**config.mk**
```make
export PLATFORM = sky130hd
export DESIGN_NAME = rpm_power_ctrl
export DESIGN_NICKNAME = d
export VERILOG_FILES = /design/src/verilog/rpm_pkg.sv /design/src/verilog/rpm_sync_if.sv /design/src/verilog/rpm_pin_sync.sv /design/src/verilog/rpm_power_ctrl.sv
export SDC_FILE = /design/constraint.sdc
export NUM_CORES = 1
export LEC_CHECK = 0
export BUFFER_PORTS_ARGS = -buffer_cell sky130_fd_sc_hd__buf_2
export CAP_MARGIN = 15
export CORE_ASPECT_RATIO = 0.6
export CORE_MARGIN = 2
export CORE_UTILIZATION = 54
export DETAILED_ROUTE_END_ITERATION = 6
export GPL_TIMING_DRIVEN = 1
export PLACE_DENSITY_LB_ADDON = 0.2
export RECOVER_POWER = 50
export SLEW_MARGIN = 20
export SYNTH_ARGS = -nofsm -noshare
export SYNTH_HDL_FRONTEND = slang
export SYNTH_SLANG_ARGS = --single-unit
```
**constraint.sdc**
```tcl
create_clock -name clock -period 2.7 [get_ports clock]
set_input_delay 0.405 -clock clock [delete_from_list [all_inputs] [get_ports clock]]
set_output_delay 0.405 -clock clock [all_outputs]
set_load 0.03 [all_outputs]
```
**src/verilog/rpm_pkg.sv**
```systemverilog
// Purpose: shared constants and types for the rtc power management block
// Assumes: 40 MHz logic clock, rtc clock arrives as a pin level
// Notes:   register offset, field positions and timing counts live here
`default_nettype none
package rpm_pkg;
  // register map
  localparam logic [15:0] RPM_PWR_CTRL_ADDR = 16'h1930;
  localparam int          RPM_CLK_OUT_BIT   = 0;
  localparam int          RPM_REG_PD_BIT    = 1;
  localparam int          RPM_FULL_PD_BIT   = 2;
  localparam int          RPM_WAKE_DIR_BIT  = 3;
  localparam int          RPM_WAKE_OUT_BIT  = 4;
  localparam int          RPM_CTRL_W        = 5;
  localparam logic [4:0]  RPM_CTRL_RESET    = 5'h10;
  localparam logic [10:0] RPM_RSVD_VALUE    = 11'h000;

  // timing
  localparam int          RPM_CLK_HZ        = 40000000;
  localparam int          RPM_BG_CHARGE_MS  = 100;
  localparam int          RPM_BG_CHARGE_CYC = RPM_CLK_HZ / 1000
                                              * RPM_BG_CHARGE_MS;
  localparam int          RPM_CNT_W         = 23;
  localparam int          RPM_SYS_RST_NS    = 1000;
  localparam int          RPM_SYS_RST_CYC   = (RPM_SYS_RST_NS * 40
                                               + 999) / 1000;
  localparam logic [1:0]  RPM_WR_TICKS      = 2'h2;

  // synchroniser lanes
  localparam int          RPM_SYNC_W        = 3;
  localparam int          RPM_LANE_WAKE     = 0;
  localparam int          RPM_LANE_RTC_CLK  = 1;
  localparam int          RPM_LANE_CORE_OK  = 2;

  typedef enum logic [2:0] {
    RPM_RUN,
    RPM_DOWN,
    RPM_CHARGE,
    RPM_RAMP,
    RPM_RELEASE
  } rpm_state_t;

  function automatic logic rpm_rise(input logic cur, input logic prev);
    return cur & ~prev;
  endfunction
endpackage
`default_nettype wire

```
**src/verilog/rpm_sync_if.sv**
```systemverilog
// Purpose: carries raw pin levels to the synchroniser and back synced
// Assumes: one clock domain
// Notes:   lanes are indexed by the lane constants of the package
`timescale 1ns/100ps
`default_nettype none
interface rpm_sync_if;
  import rpm_pkg::*;
  logic [RPM_SYNC_W-1:0] raw;
  logic [RPM_SYNC_W-1:0] synced;
  modport sync_end (input raw, output synced);
  modport user_end (output raw, input synced);
endinterface
`default_nettype wire

```
**src/verilog/rpm_pin_sync.sv**
```systemverilog
// Purpose: two-stage synchroniser for every asynchronous pin of the block
// Assumes: lanes are independent levels
// Notes:   stage one feeds stage two only
`timescale 1ns/100ps
`default_nettype none
module rpm_pin_sync
  import rpm_pkg::*;
(
  // clock and reset
  input  wire logic     clock,
  input  wire logic     rst_n,
  // pins in, levels out
  rpm_sync_if.sync_end  sif
);
  logic [RPM_SYNC_W-1:0] stage1_q;
  logic [RPM_SYNC_W-1:0] stage2_q;

  always_ff @(posedge clock or negedge rst_n) begin
    if (!rst_n) begin
      stage1_q <= '0;
      stage2_q <= '0;
    end else begin
      stage1_q <= sif.raw;
      stage2_q <= stage1_q;
    end
  end

  assign sif.synced = stage2_q;
endmodule // rpm_pin_sync
`default_nettype wire

```
**src/verilog/rpm_power_ctrl.sv**
```systemverilog
// Purpose: rtc domain power control register and rtc-only sequencing
// Assumes: rst_n is the rtc domain power-on reset; alarm from same clock
// Notes:   writes land two rtc clock ticks after the cpu strobe
// Notes on behaviour
// - Bits 15 to 5 of the control register read as zero, ignore writes.
// - Wake output value 0 pulls the wake pin low, 1 leaves it floating.
// - Wake direction 0 makes the pin an input, 1 an output.
// - As input the pin wakes on high; as output it is open-drain low.
// - The pin wakes the device from idle only while it is an input.
// - Full power-down turns off regulators, analog reset and bandgap.
// - Regulator power-down turns off regulators and reset, not bandgap.
// - A wake pin high or an rtc alarm brings the circuits back on.
// - After a full power-down the bandgap gets 100 ms before supplies.
// - Clock output enable gates the rtc clock output.
// - Either power-down drops the core regulator and supply ok.
// - Supply ok rises at the core threshold, resets system, frees cpu.
// - Register writes sync to the rtc clock, land two rtc ticks later.
// - Only the rtc power-on reset clears this block's flip-flops.
`timescale 1ns/100ps
`default_nettype none
module rpm_power_ctrl
  import rpm_pkg::*;
#(
  parameter int BG_CHARGE_CYC = RPM_BG_CHARGE_CYC
) (
  // clock and rtc power-on reset
  input  wire logic        clock,
  input  wire logic        rst_n,
  // cpu register port
  input  wire logic [15:0] reg_addr,
  input  wire logic        reg_wr,
  input  wire logic        reg_rd,
  input  wire logic [15:0] reg_wdata,
  output logic      [15:0] reg_rdata,
  // rtc clock, alarm and core supply monitor
  input  wire logic        rtc_clk_pin,
  input  wire logic        rtc_alarm,
  input  wire logic        core_supply_at_threshold,
  output logic             rtc_clock_out,
  // wake pin
  input  wire logic        wake_pin_i,
  output logic             wake_pin_o,
  output logic             wake_pin_oe,
  output logic             idle_wake_req,
  // power controls
  output logic             core_regulator_en,
  output logic             analog_regulator_en,
  output logic             serial_bus_regulator_en,
  output logic             analog_por_en,
  output logic             bandgap_en,
  output logic             supply_ok_signal,
  output logic             rtc_isolate,
  output logic             system_reset_n,
  output logic             cpu_access_en
);
  rpm_sync_if sif ();

  // rtc flops only see rst_n; the device reset pin never reaches here
  rpm_pin_sync u_sync (
    .clock (clock),
    .rst_n (rst_n),
    .sif   (sif)
  );

  assign sif.raw[RPM_LANE_WAKE]    = wake_pin_i;
  assign sif.raw[RPM_LANE_RTC_CLK] = rtc_clk_pin;
  assign sif.raw[RPM_LANE_CORE_OK] = core_supply_at_threshold;

  logic wake_s;
  logic rtc_s;
  logic core_ok_s;
  assign wake_s    = sif.synced[RPM_LANE_WAKE];
  assign rtc_s     = sif.synced[RPM_LANE_RTC_CLK];
  assign core_ok_s = sif.synced[RPM_LANE_CORE_OK];

  // register write path
  logic [RPM_CTRL_W-1:0] ctrl_q, ctrl_d;
  logic [RPM_CTRL_W-1:0] pend_q, pend_d;
  logic                  pend_v_q, pend_v_d;
  logic [1:0]            ticks_q, ticks_d;
  logic                  rtc_prev_q;
  logic                  rtc_tick;
  logic                  addr_hit;
  logic                  wake_req;

  // sequencer
  rpm_state_t            state_q, state_d;
  logic                  full_q, full_d;
  logic [RPM_CNT_W-1:0]  cnt_q, cnt_d;

  // registered outputs
  logic [15:0] rdata_q, rdata_d;
  logic        regs_on_q, regs_on_d;
  logic        bg_on_q, bg_on_d;
  logic        ok_q, ok_d;
  logic        iso_q, iso_d;
  logic        sysrst_n_q, sysrst_n_d;
  logic        oe_q, oe_d;
  logic        idle_q, idle_d;
  logic        clk_out_q, clk_out_d;

  assign rtc_tick = rpm_rise(rtc_s, rtc_prev_q);
  assign addr_hit = (reg_addr == RPM_PWR_CTRL_ADDR);
  // wake is taken on an rtc tick, so a pulse of one rtc period is caught
  assign wake_req = (rtc_tick & wake_s
                     & ~ctrl_q[RPM_WAKE_DIR_BIT]) | rtc_alarm;

  always_comb begin
    ctrl_d   = ctrl_q;
    pend_d   = pend_q;
    pend_v_d = pend_v_q;
    ticks_d  = ticks_q;
    rdata_d  = rdata_q;
    // cpu is fenced off while isolated
    if (reg_wr && addr_hit && ok_q) begin
      pend_d   = reg_wdata[RPM_CTRL_W-1:0];
      pend_v_d = 1'b1;
      ticks_d  = 2'h0;
    end else if (pend_v_q && rtc_tick) begin
      if (ticks_q == RPM_WR_TICKS - 2'h1) begin
        ctrl_d   = pend_q;
        pend_v_d = 1'b0;
        ticks_d  = 2'h0;
      end else begin
        ticks_d = ticks_q + 2'h1;
      end
    end
    // power-down bits drop once the wake is taken
    if (state_q == RPM_DOWN && wake_req) begin
      ctrl_d[RPM_REG_PD_BIT]  = 1'b0;
      ctrl_d[RPM_FULL_PD_BIT] = 1'b0;
    end
    if (reg_rd) begin
      rdata_d = (addr_hit && ok_q)
                ? {RPM_RSVD_VALUE, ctrl_q} : 16'h0000;
    end
  end

  always_comb begin
    state_d    = state_q;
    full_d     = full_q;
    cnt_d      = cnt_q;
    regs_on_d  = 1'b1;
    bg_on_d    = 1'b1;
    ok_d       = ok_q;
    sysrst_n_d = 1'b1;
    case (state_q)
      RPM_RUN: begin
        if (ctrl_q[RPM_REG_PD_BIT] || ctrl_q[RPM_FULL_PD_BIT]) begin
          state_d   = RPM_DOWN;
          full_d    = ctrl_q[RPM_FULL_PD_BIT];
          regs_on_d = 1'b0;
          bg_on_d   = ~ctrl_q[RPM_FULL_PD_BIT];
          ok_d      = 1'b0;
        end
      end
      RPM_DOWN: begin
        regs_on_d = 1'b0;
        bg_on_d   = ~full_q;
        ok_d      = 1'b0;
        if (wake_req) begin
          cnt_d = '0;
          if (full_q) begin
            state_d   = RPM_CHARGE;
            bg_on_d   = 1'b1;
          end else begin
            state_d   = RPM_RAMP;
            regs_on_d = 1'b1;
          end
        end
      end
      RPM_CHARGE: begin
        // regulators wait until the reference has settled
        regs_on_d = 1'b0;
        if (cnt_q == RPM_CNT_W'(BG_CHARGE_CYC - 1)) begin
          state_d   = RPM_RAMP;
          regs_on_d = 1'b1;
          cnt_d     = '0;
        end else begin
          cnt_d = cnt_q + RPM_CNT_W'(1);
        end
      end
      RPM_RAMP: begin
        if (core_ok_s) begin
          state_d    = RPM_RELEASE;
          ok_d       = 1'b1;
          sysrst_n_d = 1'b0;
          cnt_d      = '0;
        end
      end
      RPM_RELEASE: begin
        sysrst_n_d = 1'b0;
        if (cnt_q == RPM_CNT_W'(RPM_SYS_RST_CYC - 1)) begin
          state_d    = RPM_RUN;
          sysrst_n_d = 1'b1;
        end else begin
          cnt_d = cnt_q + RPM_CNT_W'(1);
        end
      end
      default: begin
        state_d = RPM_RAMP;
        ok_d    = 1'b0;
      end
    endcase
    // open-drain: only ever pulls low, floats otherwise
    oe_d      = ctrl_q[RPM_WAKE_DIR_BIT]
                & ~ctrl_q[RPM_WAKE_OUT_BIT];
    idle_d    = wake_s & ~ctrl_q[RPM_WAKE_DIR_BIT];
    // own flop so isolation is glitch-free at the pin
    iso_d     = ~ok_d;
    clk_out_d = rtc_s & ctrl_q[RPM_CLK_OUT_BIT];
  end

  always_ff @(posedge clock or negedge rst_n) begin
    if (!rst_n) begin
      ctrl_q     <= RPM_CTRL_RESET;
      pend_q     <= RPM_CTRL_RESET;
      pend_v_q   <= 1'b0;
      ticks_q    <= 2'h0;
      rtc_prev_q <= 1'b0;
      state_q    <= RPM_RAMP;
      full_q     <= 1'b0;
      cnt_q      <= '0;
      rdata_q    <= 16'h0000;
      regs_on_q  <= 1'b1;
      bg_on_q    <= 1'b1;
      ok_q       <= 1'b0;
      iso_q      <= 1'b1;
      sysrst_n_q <= 1'b0;
      oe_q       <= 1'b0;
      idle_q     <= 1'b0;
      clk_out_q  <= 1'b0;
    end else begin
      ctrl_q     <= ctrl_d;
      pend_q     <= pend_d;
      pend_v_q   <= pend_v_d;
      ticks_q    <= ticks_d;
      rtc_prev_q <= rtc_s;
      state_q    <= state_d;
      full_q     <= full_d;
      cnt_q      <= cnt_d;
      rdata_q    <= rdata_d;
      regs_on_q  <= regs_on_d;
      bg_on_q    <= bg_on_d;
      ok_q       <= ok_d;
      iso_q      <= iso_d;
      sysrst_n_q <= sysrst_n_d;
      oe_q       <= oe_d;
      idle_q     <= idle_d;
      clk_out_q  <= clk_out_d;
    end
  end

  assign reg_rdata               = rdata_q;
  assign core_regulator_en       = regs_on_q;
  assign analog_regulator_en     = regs_on_q;
  assign serial_bus_regulator_en = regs_on_q;
  assign analog_por_en           = regs_on_q;
  assign bandgap_en              = bg_on_q;
  assign supply_ok_signal        = ok_q;
  assign rtc_isolate             = iso_q;
  assign cpu_access_en           = ok_q;
  assign system_reset_n          = sysrst_n_q;
  assign wake_pin_o              = 1'b0;   // open-drain drives only low
  assign wake_pin_oe             = oe_q;
  assign idle_wake_req           = idle_q;
  assign rtc_clock_out           = clk_out_q;

  // checks
  rsvd_read_zero_a: assert property (
    @(posedge clock) disable iff (!rst_n)
    reg_rd |=> reg_rdata[15:RPM_CTRL_W] == RPM_RSVD_VALUE)
    else $error("reserved bits read nonzero");

  wake_drive_a: assert property (
    @(posedge clock) disable iff (!rst_n)
    wake_pin_oe |-> $past(ctrl_q[RPM_WAKE_DIR_BIT])
                    && !$past(ctrl_q[RPM_WAKE_OUT_BIT]))
    else $error("wake pin driven without output low setting");

  idle_wake_dir_a: assert property (
    @(posedge clock) disable iff (!rst_n)
    idle_wake_req |-> !$past(ctrl_q[RPM_WAKE_DIR_BIT]))
    else $error("idle wake while pin is an output");

  full_pd_off_a: assert property (
    @(posedge clock) disable iff (!rst_n)
    (state_q == RPM_DOWN && full_q) |-> !bandgap_en && !core_regulator_en)
    else $error("full power-down left circuits on");

  reg_pd_bg_a: assert property (
    @(posedge clock) disable iff (!rst_n)
    (state_q == RPM_DOWN && !full_q) |-> bandgap_en && !analog_por_en)
    else $error("regulator power-down state wrong");

  bg_charge_a: assert property (
    @(posedge clock) disable iff (!rst_n)
    (state_q == RPM_DOWN && full_q && wake_req)
      |=> !core_regulator_en [*8])
    else $error("regulators on before bandgap charged");

  pd_drops_ok_a: assert property (
    @(posedge clock) disable iff (!rst_n)
    (state_q == RPM_RUN && (ctrl_q[RPM_REG_PD_BIT]
                            || ctrl_q[RPM_FULL_PD_BIT]))
      |=> !supply_ok_signal && rtc_isolate)
    else $error("power-down did not isolate");

  ok_release_a: assert property (
    @(posedge clock) disable iff (!rst_n)
    $rose(supply_ok_signal) |-> !system_reset_n && $past(core_ok_s))
    else $error("supply ok rose without threshold or reset");

  write_delay_a: assert property (
    @(posedge clock) disable iff (!rst_n)
    $changed(ctrl_q) && state_q == RPM_RUN && $past(state_q) == RPM_RUN
      |-> $past(pend_v_q) && $past(rtc_tick) && $past(ticks_q) == 2'h1)
    else $error("register changed before two rtc ticks");
endmodule // rpm_power_ctrl
`default_nettype wire

```
==> flow_summary.yaml <==
drt:
  drcViolationCount: 0
  drtIter0Drc: 213
  vias_per_cell: 5.402
  routedWlPerCell_um: 15.25
  route.met2.wl_um: 2665
  dr_wl_met3_um: 390
  vias: 2393
  ant_nets: 0
  top_layer: "met4"
  m1WireLength_um: 3609
  dr.pass1.iters: 4
  wirelength_um: 6754
cells_and_area:
  drive_gt1_share_pct: 25.07
  fillerInstances: 464
  areaGrowthSynthToFinish_pct: 14.23
  diodes: 0
  finalInstanceArea_mm2: 0.003516
  nets: 399
worst_setup_path:
  endpoint: "cnt_q[3]"
  cp_data_arrival_time_ns: 2.51
  cp-start-kind: "register"
  reg2reg_to: "cnt_q[3]"
  cp_slowest_cell: "dfrtp_1"
  startpoint: "cnt_q[0]"
  path_class: "reg2reg"
  crit_family: "simple AND/OR/NAND/NOR gates"
  path_cells: "ha_1, nor4bb_1, nand4_1, o21ai_4, and2_4, o21ai_0, a21oi_1"
  r2r_start: "cnt_q[0]"
  worst-path-stages: 7
  critical_path.endpoint_type: "register"
  crit_buf_inv: 0
  required_ns: 2.97
  cp_max_fo: 15
  r2r_slack_ns: 0.46
  slowest_delay_ns: 0.40
  ff2ff_path_depth: 7
run_status:
  status: "finished, violations left"
  violations: "max-capacitance violations, max-slew violations"
yosys:
  ys.flop_type: "dfrtp_1"
  synth.top_cells.by_count: "dfrtp_1 (53), nand2_1 (29), nor2_1 (23)"
  yosysSeqAreaShare_pct: 49.07
  synth.most_common_cell: "dfrtp_1"
  syn_avg_cell_area_um2: 9.961
  synth_top_cell_area_share_pct: 43.09
  ys_types: 61
  synth_warnings: 0
  synth_seq_cells: 60
  synth-edff-count: 0
  synthArstFlopShare_pct: 100.0
  synth_top_area_cell: "dfrtp_1"
  syn_area_mm2: 0.003078
  yosys-top-cells-area: "dfrtp_1 (43%), dfstp_2 (6.0%), buf_4 (4.1%)"
  syn_inst: 309
floorplan:
  dieArea_mm2: 0.006340
  die_h_um: 62.48
  num_rows: 21
  coreArea_mm2: 0.005544
  die_w_um: 101.5
  pin_count: 69
  start_util_pct: 55.52
run:
  drv_cap: 1
clocking:
  ctsResizeCount: 0
  htree_levels: 3
  cts_tree: "yes"
  hold_buffers: 0
  clock_path_buffers: 2
  cts.sinks: 60
  cts_root_buffer: "clkbuf_8"
  clk_latency_ns: 0.35
  cts_made_buffers: 9
  post_cts_buffers: 0
  path_clk_slew_ns: 0.07
timing:
  maxSlewHeadroom_pct: -40.66
  finalSetupViolations: 0
  finalMaxSlewViolations: 43
  grt_setup_unrepaired: "no"
  period_share_pct: 82.83
  hold_violations: 0
  hold_ws_ns: 0.1599
  worst_pin_slew_ns: 2.110
  finClkSkew_ns: 0.003495
  setup-tns-final_ns: 0
  fmax_mhz: 447.2
  period_needed_ns: 2.236
  setup_ws_ns: 0.4637
global_routing:
  grt_pass1_vias: 2278
  gr-total-overflow: 0
  grt_pass1_wl_um: 11450
  grt_max_degree: 43
  track_usage_pct: 23.56
  antenna_found_initial: 0
hold_path:
  hold_class: "in2reg"
place:
  io_buffers: 45
  place_congestion: 0.8698
  place_ws_ns: 0.4795
  place_area_mm2: 0.003312
  hpwl_um: 4895
power_and_ir_drop:
  peakVddDrop_mv: 0.4781
  power_density_mw_per_mm2: 847.8
  leakagePower_nw: 1.569
where the power goes:
| part | total (mW) | switching, mW | internal, mW | leakage (nW) |
|---|---|---|---|---|
| registers | 1.17 | 0.150 | 1.02 | 0.784 |
| clock network | 0.845 | 0.369 | 0.476 | 0.0938 |
| logic | 0.968 | 0.663 | 0.306 | 0.691 |
| total | 2.98 | 1.18 | 1.80 | 1.57 |
cell usage in the layout, fill, tap and decap left out, drive strengths merged, types with 3 or more instances in the layout:
master,n
dfrtp,53
buf,46
nand2,32
o21ai,29
nor2,23
a21oi,18
clkbuf,14
conb,12
inv,11
nand3,10
mux2,9
xnor2,8
a31oi,8
and2,8
dfstp,7
nor3,6
or3,6
and3,5
nor2b,5
nor4,5
o31ai,5
nand4,4
clkinvlp,4
and4,3
logic make-up after synthesis:
group,after synthesis,synth area share [%]
simple gates,120,22.11
xor+xnor,8,2.277
other cells,1,0.1218
mux,11,3.943
fa+ha+maj,1,0.4064
compound gates,74,15.33
buf+inv,34,6.748
flops,60,49.07
per-stage QoR:
stage	cells	power (mW)	utilization, %
2_1_floorplan	320	1.944	-
3_3_place_gp	427	2.116	59.74
3_5_place_dp	427	2.130	59.74
4_1_cts	443	2.986	63.55
5_1_grt	443	3.148	63.42
6_report	443	2.981	63.42
worst min path at each step:
stage	startpoint	end	cells past startpoint
6_report	rtc_clk_pin	u_sync.stage1_q[1]	1
5_1_grt	wake_pin_i	u_sync.stage1_q[0]	1
4_1_cts	core_supply_at_threshold	u_sync.stage1_q[2]	1
3_5_place_dp	u_sync.stage1_q[2]	u_sync.sif.synced[2]	0
3_3_place_gp	u_sync.stage1_q[0]	u_sync.sif.synced[0]	0
2_1_floorplan	rst_n	cnt_q[0]	0
state kept, by name, summed over array words and instances, names as in the netlist, 2 cells and up:
register / flops
cnt_q: 23
ctrl_q: 5
pend_q: 5
reg_rdata: 5
state_q: 3
ticks_q: 2
u_sync.sif.synced: 3
u_sync.stage1_q: 3
layer usage:
metal | track usage (%) | vias to the layer above
met1 | 38.13 | 1133
met3 | 5.928 | 8
met5 | 0 | -
met4 | 8.953 | 0
met2 | 29.64 | 68
li1 | - | 1184
area by class of cell:
cell class	count	area, um2	share of cell area (%)
inverters	12	45.04	1.281
well taps	80	100.1	2.847
repair buffers	49	247.7	7.046
flip-flops and latches	60	1510	42.95
clock buffers	11	151.4	4.306
multi-input cells	226	1401	39.86
clock inverters	5	60.06	1.708
(Power assumes the default switching activity.)
